**src/verilog/flb_pkg.sv**
```systemverilog
/*
  package of the fast-mode / protect / status host controller: pin widths,
  command codes, status bit positions, user operation codes and timing counts.
  assumes a 40 MHz controller clock and a 16-bit word-mode flash data bus.
*/
`default_nettype none
package flb_pkg;
  // ==========================================================
  // clock and timing
  localparam int CLK_PERIOD_NS = 25;
  localparam int SETUP_NS = 25;
  localparam int WR_LOW_NS = 50;
  localparam int RD_ACCESS_NS = 70;
  localparam int SYNC_STAGES = 2;
  localparam int GAP_NS = 25;
  localparam int PROTECT_US = 250;
  localparam int MAX_PROTECT_TRIES = 25;

  function automatic int ns_to_cyc(input int ns);
    int c;
    c = (ns + CLK_PERIOD_NS - 1) / CLK_PERIOD_NS;
    return (c < 1) ? 1 : c;
  endfunction

  localparam int SETUP_CYC = ns_to_cyc(SETUP_NS);
  localparam int WR_LOW_CYC = ns_to_cyc(WR_LOW_NS);
  localparam int RD_LOW_CYC = ns_to_cyc(RD_ACCESS_NS) + SYNC_STAGES;
  localparam int GAP_CYC = ns_to_cyc(GAP_NS);
  localparam int PROTECT_CYC = ns_to_cyc(PROTECT_US * 1000);

  // ==========================================================
  // pin widths and fields
  localparam int ADDR_W = 19;
  localparam int DATA_W = 16;
  localparam int SECT_LSB = 12;
  localparam int POLL_BIT = 7;
  localparam int TOGGLE1_BIT = 6;
  localparam int FAIL_BIT = 5;
  localparam int WINDOW_BIT = 3;
  localparam int TOGGLE2_BIT = 2;
  localparam int VERIFY_BIT = 0;
  localparam logic [SECT_LSB-1:0] PROT_SEL_LOW = 12'h002;

  // ==========================================================
  // flash command codes and unlock addresses
  localparam logic [7:0] CODE_PROG = 8'ha0;
  localparam logic [7:0] CODE_PROTECT = 8'h60;
  localparam logic [7:0] CODE_VERIFY = 8'h40;
  localparam logic [7:0] CODE_RESUME = 8'h30;
  localparam logic [7:0] CODE_UNLOCK1 = 8'haa;
  localparam logic [7:0] CODE_UNLOCK2 = 8'h55;
  localparam logic [7:0] CODE_FAST_ENTER = 8'h20;
  localparam logic [7:0] CODE_FAST_EXIT1 = 8'h90;
  localparam logic [7:0] CODE_FAST_EXIT2 = 8'hf0;
  localparam logic [ADDR_W-1:0] UNLOCK1_ADDR = 19'h00555;
  localparam logic [ADDR_W-1:0] UNLOCK2_ADDR = 19'h002aa;

  // ==========================================================
  // user operation codes
  localparam logic [2:0] OP_READ = 3'h0;
  localparam logic [2:0] OP_FAST_ENTER = 3'h1;
  localparam logic [2:0] OP_FAST_PROG = 3'h2;
  localparam logic [2:0] OP_FAST_EXIT = 3'h3;
  localparam logic [2:0] OP_PROTECT = 3'h4;
  localparam logic [2:0] OP_RESUME = 3'h5;
  localparam logic [2:0] OP_POLL = 3'h6;

  typedef struct packed {
    logic wr;
    logic [ADDR_W-1:0] addr;
    logic [DATA_W-1:0] data;
    logic last;
  } flb_step_t;
endpackage
`default_nettype wire

```
**src/verilog/flb_cycle.sv**
```systemverilog
/*
  one asynchronous flash bus cycle (write or read) built from the controller
  clock; chip enable and output enable return high between cycles.
  assumes dq_i comes straight from the pins and resynchronises it here.
*/
`timescale 1ns/1ps
`default_nettype none
module flb_cycle
  import flb_pkg::*;
(
  // clock and reset
  input wire logic clk,
  input wire logic rst_n,
  // request
  input wire logic go,
  input wire logic wr,
  input wire logic [ADDR_W-1:0] addr,
  input wire logic [DATA_W-1:0] wdata,
  output logic done,
  output logic [DATA_W-1:0] rdata,
  // flash pins
  output logic ce_n,
  output logic oe_n,
  output logic we_n,
  output logic [ADDR_W-1:0] addr_o,
  input wire logic [DATA_W-1:0] dq_i,
  output logic [DATA_W-1:0] dq_o,
  output logic dq_oe
);
  // ==========================================================
  // state
  typedef enum logic [3:0] {
    CY_IDLE = 4'b0001,
    CY_SETUP = 4'b0010,
    CY_STROBE = 4'b0100,
    CY_HOLD = 4'b1000
  } flb_cy_t;

  typedef struct packed {
    flb_cy_t st;
    logic [3:0] cnt;
    logic ce_n;
    logic oe_n;
    logic we_n;
    logic [ADDR_W-1:0] addr;
    logic [DATA_W-1:0] dq_o;
    logic dq_oe;
    logic wr;
    logic done;
    logic [DATA_W-1:0] rdata;
    logic [DATA_W-1:0] s1;
    logic [DATA_W-1:0] s2;
  } flb_cy_state_t;

  flb_cy_state_t q_ff;
  flb_cy_state_t nxt_q;

  // ==========================================================
  // next state
  always_comb begin
    nxt_q = q_ff;
    nxt_q.done = 1'b0;
    nxt_q.s1 = dq_i;
    nxt_q.s2 = q_ff.s1;
    case (q_ff.st)
      CY_IDLE: begin
        if (go) begin
          nxt_q.addr = addr;
          nxt_q.dq_o = wdata;
          nxt_q.wr = wr;
          nxt_q.dq_oe = wr;
          nxt_q.ce_n = 1'b0;
          nxt_q.cnt = 4'(SETUP_CYC);
          nxt_q.st = CY_SETUP;
        end
      end
      CY_SETUP: begin
        if (q_ff.cnt == 4'h1) begin
          if (q_ff.wr) begin
            nxt_q.we_n = 1'b0;
            nxt_q.cnt = 4'(WR_LOW_CYC);
          end else begin
            nxt_q.oe_n = 1'b0;
            nxt_q.cnt = 4'(RD_LOW_CYC);
          end
          nxt_q.st = CY_STROBE;
        end else begin
          nxt_q.cnt = q_ff.cnt - 4'h1;
        end
      end
      CY_STROBE: begin
        if (q_ff.cnt == 4'h1) begin
          nxt_q.we_n = 1'b1;
          nxt_q.oe_n = 1'b1;
          if (!q_ff.wr) begin
            nxt_q.rdata = q_ff.s2;
          end
          nxt_q.cnt = 4'(GAP_CYC);
          nxt_q.st = CY_HOLD;
        end else begin
          nxt_q.cnt = q_ff.cnt - 4'h1;
        end
      end
      CY_HOLD: begin
        if (q_ff.cnt == 4'h1) begin
          // chip enable high before any address change
          nxt_q.ce_n = 1'b1;
          nxt_q.dq_oe = 1'b0;
          nxt_q.done = 1'b1;
          nxt_q.st = CY_IDLE;
        end else begin
          nxt_q.cnt = q_ff.cnt - 4'h1;
        end
      end
      default: nxt_q.st = CY_IDLE;
    endcase
  end

  // ==========================================================
  // registers
  always_ff @(posedge clk) begin
    if (!rst_n) begin
      q_ff <= '{st: CY_IDLE, ce_n: 1'b1, oe_n: 1'b1, we_n: 1'b1, default: '0};
    end else begin
      q_ff <= nxt_q;
    end
  end

  assign done = q_ff.done;
  assign rdata = q_ff.rdata;
  assign ce_n = q_ff.ce_n;
  assign oe_n = q_ff.oe_n;
  assign we_n = q_ff.we_n;
  assign addr_o = q_ff.addr;
  assign dq_o = q_ff.dq_o;
  assign dq_oe = q_ff.dq_oe;
endmodule
`default_nettype wire

```
**src/verilog/flb_host.sv**
```systemverilog
/*
  host controller for a dual-bank parallel flash: fast mode entry, fast
  programming and exit, extended sector protect with verify, erase resume,
  plain reads and toggle-bit status polling.
  assumes one user request at a time and a flash wired to the pin ports.
*/
`timescale 1ns/1ps
`default_nettype none
module flb_host
  import flb_pkg::*;
#(
  parameter int PROTECT_WAIT_CYC = PROTECT_CYC
)(
  // clock and reset
  input wire logic CLK,
  input wire logic RSTN,
  // user command port
  input wire logic CMD_VALID,
  input wire logic [2:0] CMD_OP,
  input wire logic [ADDR_W-1:0] CMD_ADDR,
  input wire logic [DATA_W-1:0] CMD_DATA,
  output logic CMD_READY,
  // user response port
  output logic RSP_VALID,
  output logic [DATA_W-1:0] RSP_DATA,
  output logic RSP_FAIL,
  output logic RSP_BUSY,
  output logic RSP_REFUSED,
  output logic FAST_MODE,
  // flash pins
  output logic FLASH_CE_N,
  output logic FLASH_OE_N,
  output logic FLASH_WE_N,
  output logic [ADDR_W-1:0] FLASH_ADDR,
  input wire logic [DATA_W-1:0] FLASH_DQ_I,
  output logic [DATA_W-1:0] FLASH_DQ_O,
  output logic FLASH_DQ_OE,
  output logic FLASH_RESET_N,
  output logic FLASH_RESET_HV
);
  // ==========================================================
  // state
  typedef enum logic [4:0] {
    S_IDLE = 5'b00001,
    S_GO = 5'b00010,
    S_WAIT = 5'b00100,
    S_PWAIT = 5'b01000,
    S_END = 5'b10000
  } flb_st_t;

  typedef struct packed {
    flb_st_t st;
    logic [2:0] op;
    logic [1:0] idx;
    logic [ADDR_W-1:0] addr;
    logic [DATA_W-1:0] data;
    logic fast;
    logic hv;
    logic reset_n;
    logic [4:0] tries;
    logic [23:0] wcnt;
    logic [DATA_W-1:0] rd0;
    logic go;
    logic ready;
    logic rsp_valid;
    logic [DATA_W-1:0] rsp_data;
    logic rsp_fail;
    logic rsp_busy;
    logic rsp_refused;
  } flb_host_state_t;

  flb_host_state_t q_ff;
  flb_host_state_t nxt_q;
  flb_step_t step;
  logic cy_done;
  logic [DATA_W-1:0] cy_rdata;
  logic tog;

  // ==========================================================
  // helpers
  function automatic logic [ADDR_W-1:0] prot_addr(input logic [ADDR_W-1:0] a);
    return {a[ADDR_W-1:SECT_LSB], PROT_SEL_LOW};
  endfunction

  function automatic logic [DATA_W-1:0] code(input logic [7:0] c);
    return {8'h00, c};
  endfunction

  function automatic flb_step_t step_of(input logic [2:0] op, input logic [1:0] idx,
                                        input logic [ADDR_W-1:0] a,
                                        input logic [DATA_W-1:0] d);
    flb_step_t s;
    s.wr = 1'b1;
    s.addr = a;
    s.data = 16'h0000;
    s.last = 1'b1;
    case (op)
      OP_READ: begin
        s.wr = 1'b0;
      end
      OP_FAST_ENTER: begin
        s.addr = (idx == 2'h1) ? UNLOCK2_ADDR : UNLOCK1_ADDR;
        s.data = code(idx == 2'h0 ? CODE_UNLOCK1 :
                      (idx == 2'h1 ? CODE_UNLOCK2 : CODE_FAST_ENTER));
        s.last = (idx == 2'h2);
      end
      OP_FAST_EXIT: begin
        s.data = code(idx == 2'h0 ? CODE_FAST_EXIT1 : CODE_FAST_EXIT2);
        s.last = (idx == 2'h1);
      end
      OP_FAST_PROG: begin
        s.data = (idx == 2'h0) ? code(CODE_PROG) : d;
        s.last = (idx == 2'h1);
      end
      OP_RESUME: begin
        s.data = code(CODE_RESUME);
      end
      OP_PROTECT: begin
        s.addr = (idx == 2'h0) ? a : prot_addr(a);
        s.data = code(idx[1] ? CODE_VERIFY : CODE_PROTECT);
        s.wr = (idx != 2'h3);
        s.last = idx[0];
      end
      OP_POLL: begin
        s.wr = 1'b0;
        s.last = idx[0];
      end
      default: begin
        s.wr = 1'b0;
      end
    endcase
    return s;
  endfunction

  // ==========================================================
  // bus cycle engine
  flb_cycle u_cycle (
    .clk(CLK),
    .rst_n(RSTN),
    .go(q_ff.go),
    .wr(step.wr),
    .addr(step.addr),
    .wdata(step.data),
    .done(cy_done),
    .rdata(cy_rdata),
    .ce_n(FLASH_CE_N),
    .oe_n(FLASH_OE_N),
    .we_n(FLASH_WE_N),
    .addr_o(FLASH_ADDR),
    .dq_i(FLASH_DQ_I),
    .dq_o(FLASH_DQ_O),
    .dq_oe(FLASH_DQ_OE)
  );

  assign step = step_of(q_ff.op, q_ff.idx, q_ff.addr, q_ff.data);
  // toggle bit one flips between two successive reads while busy
  assign tog = q_ff.rd0[TOGGLE1_BIT] ^ cy_rdata[TOGGLE1_BIT];

  // ==========================================================
  // sequencer
  always_comb begin
    nxt_q = q_ff;
    nxt_q.go = 1'b0;
    nxt_q.rsp_valid = 1'b0;
    nxt_q.reset_n = 1'b1;
    case (q_ff.st)
      S_IDLE: begin
        nxt_q.ready = 1'b1;
        if (CMD_VALID && q_ff.ready) begin
          nxt_q.ready = 1'b0;
          nxt_q.op = CMD_OP;
          nxt_q.addr = CMD_ADDR;
          nxt_q.data = CMD_DATA;
          nxt_q.idx = 2'h0;
          nxt_q.tries = 5'h00;
          nxt_q.rsp_fail = 1'b0;
          nxt_q.rsp_busy = 1'b0;
          nxt_q.rsp_refused = 1'b0;
          nxt_q.st = S_GO;
          if (CMD_OP > OP_POLL || (CMD_OP == OP_FAST_PROG && !q_ff.fast) ||
              (CMD_OP == OP_FAST_ENTER && q_ff.fast)) begin
            nxt_q.rsp_refused = 1'b1;
            nxt_q.st = S_END;
          end else if (CMD_OP == OP_PROTECT) begin
            nxt_q.hv = 1'b1;
          end
        end
      end
      S_GO: begin
        nxt_q.go = 1'b1;
        nxt_q.st = S_WAIT;
      end
      S_WAIT: begin
        if (cy_done) begin
          nxt_q.rsp_data = cy_rdata;
          if (!q_ff.idx[0]) begin
            nxt_q.rd0 = cy_rdata;
          end
          if (!step.last) begin
            nxt_q.idx = 2'(q_ff.idx + 2'h1);
            nxt_q.st = S_GO;
          end else begin
            nxt_q.st = S_END;
            case (q_ff.op)
              OP_FAST_ENTER: nxt_q.fast = 1'b1;
              OP_FAST_EXIT: nxt_q.fast = 1'b0;
              OP_PROTECT: begin
                if (q_ff.idx == 2'h1) begin
                  nxt_q.wcnt = 24'(PROTECT_WAIT_CYC);
                  nxt_q.st = S_PWAIT;
                end else if (!cy_rdata[VERIFY_BIT]) begin
                  if (q_ff.tries == 5'(MAX_PROTECT_TRIES - 1)) begin
                    nxt_q.rsp_fail = 1'b1;
                  end else begin
                    nxt_q.tries = q_ff.tries + 5'h01;
                    nxt_q.idx = 2'h1;
                    nxt_q.st = S_GO;
                  end
                end
              end
              OP_POLL: begin
                if (q_ff.idx == 2'h1) begin
                  if (tog && cy_rdata[FAIL_BIT]) begin
                    nxt_q.idx = 2'h2;
                    nxt_q.st = S_GO;
                  end else begin
                    nxt_q.rsp_busy = tog;
                  end
                end else begin
                  nxt_q.rsp_fail = tog;
                end
              end
              default: nxt_q.st = S_END;
            endcase
          end
        end
      end
      S_PWAIT: begin
        if (q_ff.wcnt <= 24'h000001) begin
          nxt_q.idx = 2'h2;
          nxt_q.st = S_GO;
        end else begin
          nxt_q.wcnt = q_ff.wcnt - 24'h000001;
        end
      end
      S_END: begin
        nxt_q.hv = 1'b0;
        nxt_q.rsp_valid = 1'b1;
        nxt_q.ready = 1'b1;
        nxt_q.st = S_IDLE;
      end
      default: nxt_q.st = S_IDLE;
    endcase
  end

  // ==========================================================
  // registers
  always_ff @(posedge CLK) begin
    if (!RSTN) begin
      q_ff <= '{st: S_IDLE, default: '0};
    end else begin
      q_ff <= nxt_q;
    end
  end

  assign CMD_READY = q_ff.ready;
  assign RSP_VALID = q_ff.rsp_valid;
  assign RSP_DATA = q_ff.rsp_data;
  assign RSP_FAIL = q_ff.rsp_fail;
  assign RSP_BUSY = q_ff.rsp_busy;
  assign RSP_REFUSED = q_ff.rsp_refused;
  assign FAST_MODE = q_ff.fast;
  assign FLASH_RESET_N = q_ff.reset_n;
  assign FLASH_RESET_HV = q_ff.hv;
endmodule
`default_nettype wire

```
**config.mk**
```make
export PLATFORM = sky130hd
export DESIGN_NAME = flb_host
export DESIGN_NICKNAME = d
export VERILOG_FILES = /design/src/verilog/flb_pkg.sv /design/src/verilog/flb_cycle.sv /design/src/verilog/flb_host.sv
export SDC_FILE = /design/constraint.sdc
export NUM_CORES = 1
export LEC_CHECK = 0
export BUFFER_PORTS_ARGS = -buffer_cell sky130_fd_sc_hd__buf_4
export CORE_ASPECT_RATIO = 0.9
export CORE_MARGIN = 3
export CORE_UTILIZATION = 40
export CTS_CLUSTER_SIZE = 24
export DETAILED_ROUTE_END_ITERATION = 16
export GPL_TIMING_DRIVEN = 0
export PLACE_DENSITY = 0.64
export SLEW_MARGIN = 20
export SYNTH_ARGS = -nofsm -noshare
export SYNTH_HDL_FRONTEND = slang
export SYNTH_SLANG_ARGS = --single-unit
```
**constraint.sdc**
```tcl
create_clock -name CLK -period 2.58 [get_ports CLK]
set_clock_uncertainty 0.2 [all_clocks]
set_input_delay 0.129 -clock CLK [delete_from_list [all_inputs] [get_ports CLK]]
set_output_delay 0.129 -clock CLK [all_outputs]
set_load 0.01 [all_outputs]
```
Word level (Yosys, flattened, before mapping)
Index checks and enable logic that the tools add are counted.
{ "totals": {"out_inout_bits": 63, "wordCells": 225, "input_bits": 57, "register_bits": 212} }
{ "op_classes": {"add_sub_neg": 4, "n_eq_ne": 55, "reduce_logical": 38, "bitwise": 3, "order_cmp": 2, "muxes": 92} }
{ "op_table": {"columns": ["cell", "n"], "rows": [
  ["$mux 45", 2],
  ["$pmux 16 s5", 1],
  ["$mux 68", 1],
  ["$mux 5", 13],
  ["$mux 16", 4],
  ["$mux 29", 2],
  ["$mux 24", 2],
  ["$pmux 24 s2", 1],
  ["$pmux 19 s2", 1],
  ["$pmux 4 s4", 2],
  ["$ne 2x2->1 const B", 15],
  ["$le 24x1->1 const B", 1],
  ["$mux 2", 12],
  ["$mux 4", 6],
  ["$sub 24x1->24 const B", 1],
  ["$mux 1", 20],
  ["$ne 4x4->1 const B", 5],
  ["$pmux 5 s2", 2],
  ["$pmux 5 s4", 1],
  ["$reduce_and 4->1", 5],
  ["$mux 18", 1],
  ["$reduce_and 3->1", 5],
  ["$mux 7", 2],
  ["$ne 2x1->1 const B", 7],
  ["other kinds (48)", 82]
]} }

Longest topological paths before layout
{ "depth": {"ltp_word": 9, "depth_mapped": 11, "depth_no_buf": 8} }

Cells and area by module
Synthesis repeated with hierarchy kept, for this count alone.
{ "unflattened": {"hier_cells": 1063, "hier_area_um2": 8939.8} }
{ "modules_own_cells": {"columns": ["module", "cells_per_inst", "seq_area_each_um2", "instances", "area_per_inst_um2"], "rows": [
  ["flb_host", 626, 2001.9, 1, 4976.0],
  ["flb_cycle", 437, 1941.9, 1, 3963.8]
]} }

Worst setup path before layout
OpenSTA, ideal clock, no wires.
{ "synth_timing": {"path_type": "reg2reg", "startpoint": "register q_ff[109] (netlist bit)", "endpoint": "register q_ff[45] (netlist bit)", "path_stages_with_launch": 9, "required_time_ns": 2.306, "arrival_time_ns": 2.531, "period_less_slack_ns": 2.805, "slack_ns": -0.225, "setup_time_ns": 0.074, "n_path_buf": 1, "path_cell_list": "dfxtp_1 > buf_2 > clkinv_1 > ha_1 > a222oi_1 > nand2_2 > a31o_2 > or4_1 > o21ai_0"} }
{ "synth_between": {"elab_chain_len": 5, "elab_cells_between_ends": 11, "cone_classes": "eq/ne (7); mux (1); reduce/logical (3)"} }
{ "synth_lines": {"columns": ["item", "line_no", "rtl"], "rows": [
  ["start: declaration", "flb_host.sv:72", "flb_host_state_t q_ff;"],
  ["start signal: assignment", "flb_host.sv:262", "q_ff <= nxt_q;"],
  ["$eq 3x3->1 (tied with other cells)", "flb_host.sv:97", "case (op)"],
  ["$reduce_or 2->1 (no line)", null, null],
  ["$pmux 1 s3", "flb_host.sv:97", null],
  ["$ne 2x2->1 (no line)", null, null],
  ["$reduce_and 6->1 (no line) *", null, null]
]} }
Every way passes the cells marked *; elsewhere a longest branch is shown, timed or not.
A chain may end at the register's enable or synchronous reset.

Worst setup path after layout
{ "layout_timing": {"startpoint": "register q_ff[105] (netlist bit)", "endpoint": "register q_ff[45] (netlist bit)"} }
{ "layout_between": {"elab_chain_len": 4, "elab_cells_between_ends": 6, "cone_classes": "eq/ne (4); mux (1); reduce/logical (1)"} }
{ "layout_lines": {"columns": ["item", "line_no"], "rows": [
  ["$eq 2x1->1 / $eq 2x2->1 (equally long branches)", null],
  ["$pmux 1 s3", "flb_host.sv:97"],
  ["$ne 2x2->1 (no line)", null],
  ["$reduce_and 6->1 (no line) *", null]
]} }
Marked as above.

==> tab_implementation.tex <==
\begin{tabular}{lr}
\hline
Metric & Value \\
\hline
\multicolumn{2}{l}{\textbf{Route}} \\
\quad DRT antenna net count & 0 \\
\quad Length of the first detailed-routing pass in iterations & 5 \\
\quad Iteration-0 DRC count of the detailed router & 525 \\
\quad Vias after detailed routing & 7878 \\
\quad Average wire per cell in the routed design & 15.8 um \\
\quad Final Routed Wirelength & 24.1 mm \\
\quad Residual DRC count & 0 \\
\quad Routed vias/inst & 5.17 \\
\multicolumn{2}{l}{\textbf{Cells and area}} \\
\quad Post-layout util & 55.3\% \\
\quad Syn-to-layout area delta & 33.9\% \\
\quad Commonest non-fill, non-tap cell in the layout & sky130\_fd\_sc\_hd\_\_nand2\_1 \\
\quad Top library cells by usage in the layout, fill and taps aside & 210 x sky130\_fd\_sc\_hd\_\_nand2\_1, 191 x sky130\_fd\_sc\_hd\_\_dfxtp\_1, 182 x sky130\_fd\_sc\_hd\_\_buf\_4, 127 x sky130\_fd\_sc\_hd\_\_a21oi\_1, 56 x sky130\_fd\_sc\_hd\_\_dlygate4sd3\_1 \\
\quad Final Cell Area & 11200 um2 \\
\quad Filler cells & 1868 \\
\quad Antenna Cells & 0 \\
\quad Total number of nets in the final design & 1302 \\
\quad Share of post-route cells with drive strength above 1 & 21.9\% \\
\multicolumn{2}{l}{\textbf{Place}} \\
\quad Placed cell areas & 9650 um2 \\
\quad Detailed placer's ending HPWL & 16.7 mm \\
\quad Worst slack after detailed placement & -0.577 ns \\
\quad Count of port buffers added during placement & 119 \\
\quad Global placer's final weighted congestion & 0.874 \\
\multicolumn{2}{l}{\textbf{Floorplan}} \\
\quad Core area & 20300 um2 \\
\quad Number of standard-cell rows in the floorplan & 49 \\
\quad Die footprint & 22700 um2 \\
\quad Die width & 159 um \\
\quad Chip Height & 143 um \\
\quad Initial core utilization & 41.3\% \\
\quad Number of I/O pins & 120 \\
\multicolumn{2}{l}{\textbf{Synth}} \\
\quad Post-synth net total & 1097 \\
\quad Fraction of registers with async set or reset after synthesis & 0\% \\
\quad EDFF count, synth & 0 \\
\quad Syn\_area\_per\_cell & 8.16 um2 \\
\quad Number of storage elements in the synthesis netlist & 197 \\
\quad Share of the yosys chip area belonging to registers & 47.1\% \\
\quad Cell count after synthesis & 1027 \\
\quad Number of distinct library cells after synthesis & 66 \\
\quad Total number of yosys warnings & 0 \\
\quad Leading register cell type out of synthesis & sky130\_fd\_sc\_hd\_\_dfxtp\_1 \\
\quad Synthesized area & 8380 um2 \\
\multicolumn{2}{l}{\textbf{Setup path}} \\
\quad Buffering stage count on the worst path with inverters included & 1 \\
\quad Highest net fanout along the worst path & 8 \\
\quad Cells along the critical path & inv\_1, ha\_1, and3b\_1, o21ai\_1, nand2\_8, a31o\_4, or4\_1, o21ai\_0 \\
\quad Endpoint type of the worst setup path & flop \\
\quad Startpoint class of the critical path & flop \\
\quad Max incr delay on CP & 0.49 ns \\
\quad Gate family responsible for the most delay along the worst path & simple AND/OR/NAND/NOR gates \\
\quad Number of cells on the worst reg-to-reg path & 8 \\
\quad Required time at the worst-slack endpoint & 2.75 ns \\
\quad CP Depth & 8 \\
\quad Arrival @ worst endpoint & 2.70 ns \\
\quad WS Path Type & reg -> reg \\
\quad Crit path max-delay cell type & sky130\_fd\_sc\_hd\_\_or4\_1 \\
\multicolumn{2}{l}{\textbf{Power and ir drop}} \\
\quad Total power per unit cell area & 564 nW/um2 \\
\quad Share of total power in sequential cells & 49.4\% \\
\quad Switching power of the nets & 0.00160 W \\
\quad Internal power consumption & 0.00472 W \\
\quad Net Sw Frac & 25.3\% \\
\quad Leakage power & 4.36 nW \\
\quad Peak supply drop & 428 uV \\
\quad Part of the power in the clock network & 43.6\% \\
\quad Combinational Power Share & 7.0\% \\
\multicolumn{2}{l}{\textbf{STA}} \\
\quad Final hold slack & 0.194 ns \\
\quad Worst Setup Slack, final & 0.0481 ns \\
\quad Setup Total Neg Slack & 0 ns \\
\quad Count of pins over their slew limit & 0 \\
\quad Post-layout min period & 2.53 ns \\
\quad Actual slew at the worst max-slew pin & 0.729 ns \\
\quad Final hold viol count & 0 \\
\quad Unrepaired setup endpoints after global routing & true \\
\quad Worst slew margin relative to its limit & 51.4\% \\
\quad Highest Clock Rate & 395 MHz \\
\quad Final worst-path cycle share & 98.1\% \\
\quad Setup violations, final & 0 \\
\multicolumn{2}{l}{\textbf{Clock network}} \\
\quad CTS root buffer & sky130\_fd\_sc\_hd\_\_clkbuf\_16 \\
\quad Clock sink total & 197 \\
\quad Clock transition at the registers of the reported paths & 0.08 ns \\
\quad CTS HTree Levels & 4 \\
\quad TritonCTS clock tree & yes \\
\quad Clock insertion delay at the later pin of the skew report & 0.44 ns \\
\quad Maximum buffer depth of the clock tree & 2 \\
\quad Cts bufs inserted & 17 \\
\multicolumn{2}{l}{\textbf{Outcome}} \\
\quad Result of the run & finished clean \\
\multicolumn{2}{l}{\textbf{Global route}} \\
\quad Number of antenna violations at the first check in global routing & 0 \\
\quad Vias in the first global route & 7495 \\
\quad Total gr overflow & 0 \\
\quad GRT Total Usage & 21.4\% \\
\quad Maximum number of pins on one net before global-route repair & 21 \\
\quad Wire length of the first global-routing pass & 38.4 mm \\
\multicolumn{2}{l}{\textbf{Flow run}} \\
\quad Max-cap check violation count & 0 \\
\multicolumn{2}{l}{\textbf{Hold path}} \\
\quad Kind of path behind the tightest hold check & in -> reg \\
\quad Hold Path Depth & 2 \\
\hline
\end{tabular}
==> stage by stage <==
step	std cells	power (W)
final	1525	0.00633
after global routing	1525	0.00654
after CTS	1518	0.00634
after detailed placement	1426	0.00355
after global placement	1426	0.00354
after floorplan	1027	0.00338
==> synthesized netlist by cell type, drive strengths merged (5+ instances only) <==
cell,instances,area (um2)
a22oi,7,52.6
nor3b,6,45.0
clkbuf,57,214
nor3,17,90.1
or4,10,78.8
and2,35,219
a31oi,11,68.8
a311oi,6,52.6
nand2,211,795
a21oi,128,641
nand2b,10,62.6
nor4,12,75.1
nand3,26,130
dfxtp,197,3940
ha,13,163
nor2b,8,50.1
nor2,59,221
o21ai,47,235
a211oi,6,45.0
mux2i,5,50.1
inv,15,56.3
buf,55,408
o211ai,8,60.1
nand4,6,37.5
or3,7,43.8
==> per-layer routing <==
| metal | track usage [%] | wire length [um] | vias to the layer above |
|---|---|---|---|
| met5 | 0 | 0 | - |
| met4 | 6.84 | 520 | 0 |
| met3 | 3.97 | 1250 | 31 |
| met2 | 33.5 | 11100 | 235 |
| met1 | 29.8 | 11200 | 3687 |
| li1 | - | - | 3925 |
==> kinds of logic after synthesis <==
logic type / share of synthesized area (%)
AND/OR/NAND/NOR: 23.7
adder cells (fa/ha/maj): 1.94
buffers and inverters: 8.19
XOR/XNOR: 0.314
flip-flops: 47.1
AO/OA/AOI/OAI: 18.1
multiplexers: 0.732
==> power by group through the flow <==
stage	Combinational, W	Sequential [W]	Clock [W]
6_report	0.000442	0.00313	0.00276
5_1_grt	0.000488	0.00313	0.00292
4_1_cts	0.000424	0.00312	0.00280
3_5_place_dp	0.000351	0.00320	0
3_3_place_gp	0.000349	0.00319	0
2_1_floorplan	0.000190	0.00319	0
==> cell type report <==
cell class	instances	area, um2	share of cell area (%)
tap	280	350	3.12
timing repair buffer	188	1570	14.0
sequential	197	3950	35.3
clock inverter	14	181	1.62
multi-input combinational	701	4000	35.7
clock buffer	18	439	3.92
inverter	17	71.3	0.636
buffer	110	648	5.78
==> flip-flops by register name, indices dropped and copies added, names as in the netlist <==
register and cells:
u_cycle.dq_oe 1, RSP_BUSY 1, u_cycle.rdata 16, RSP_DATA 16
CMD_READY 1, RSP_VALID 1, u_cycle.we_n 1, u_cycle.q_ff 25
u_cycle.oe_n 1, u_cycle.done 1, RSP_REFUSED 1, q_ff 76
FAST_MODE 1, u_cycle.addr_o 19, RSP_FAIL 1, u_cycle.nxt_q 16
FLASH_RESET_N 1, u_cycle.dq_o 16, u_cycle.ce_n 1, FLASH_RESET_HV 1
==> repair_timing <==
action,CTS,global route
setup buffers,5,6
endpoints found under the setup margin,92,89
hold endpoints to repair,61,0
pin swaps,3,7
gates cloned,1,1
hold buffers,56,0
gates resized for setup,25,51
==> worst paths after layout <==
kind,slack (ns),from,to
min reg2reg,0.23,u_cycle.nxt_q[10],u_cycle.q_ff[10]
max,0.05,q_ff[105],q_ff[45]
max reg2reg,0.05,q_ff[105],q_ff[45]
min,0.19,RSTN,FLASH_RESET_N
No activity file was read; power rests on OpenSTA's default activity.
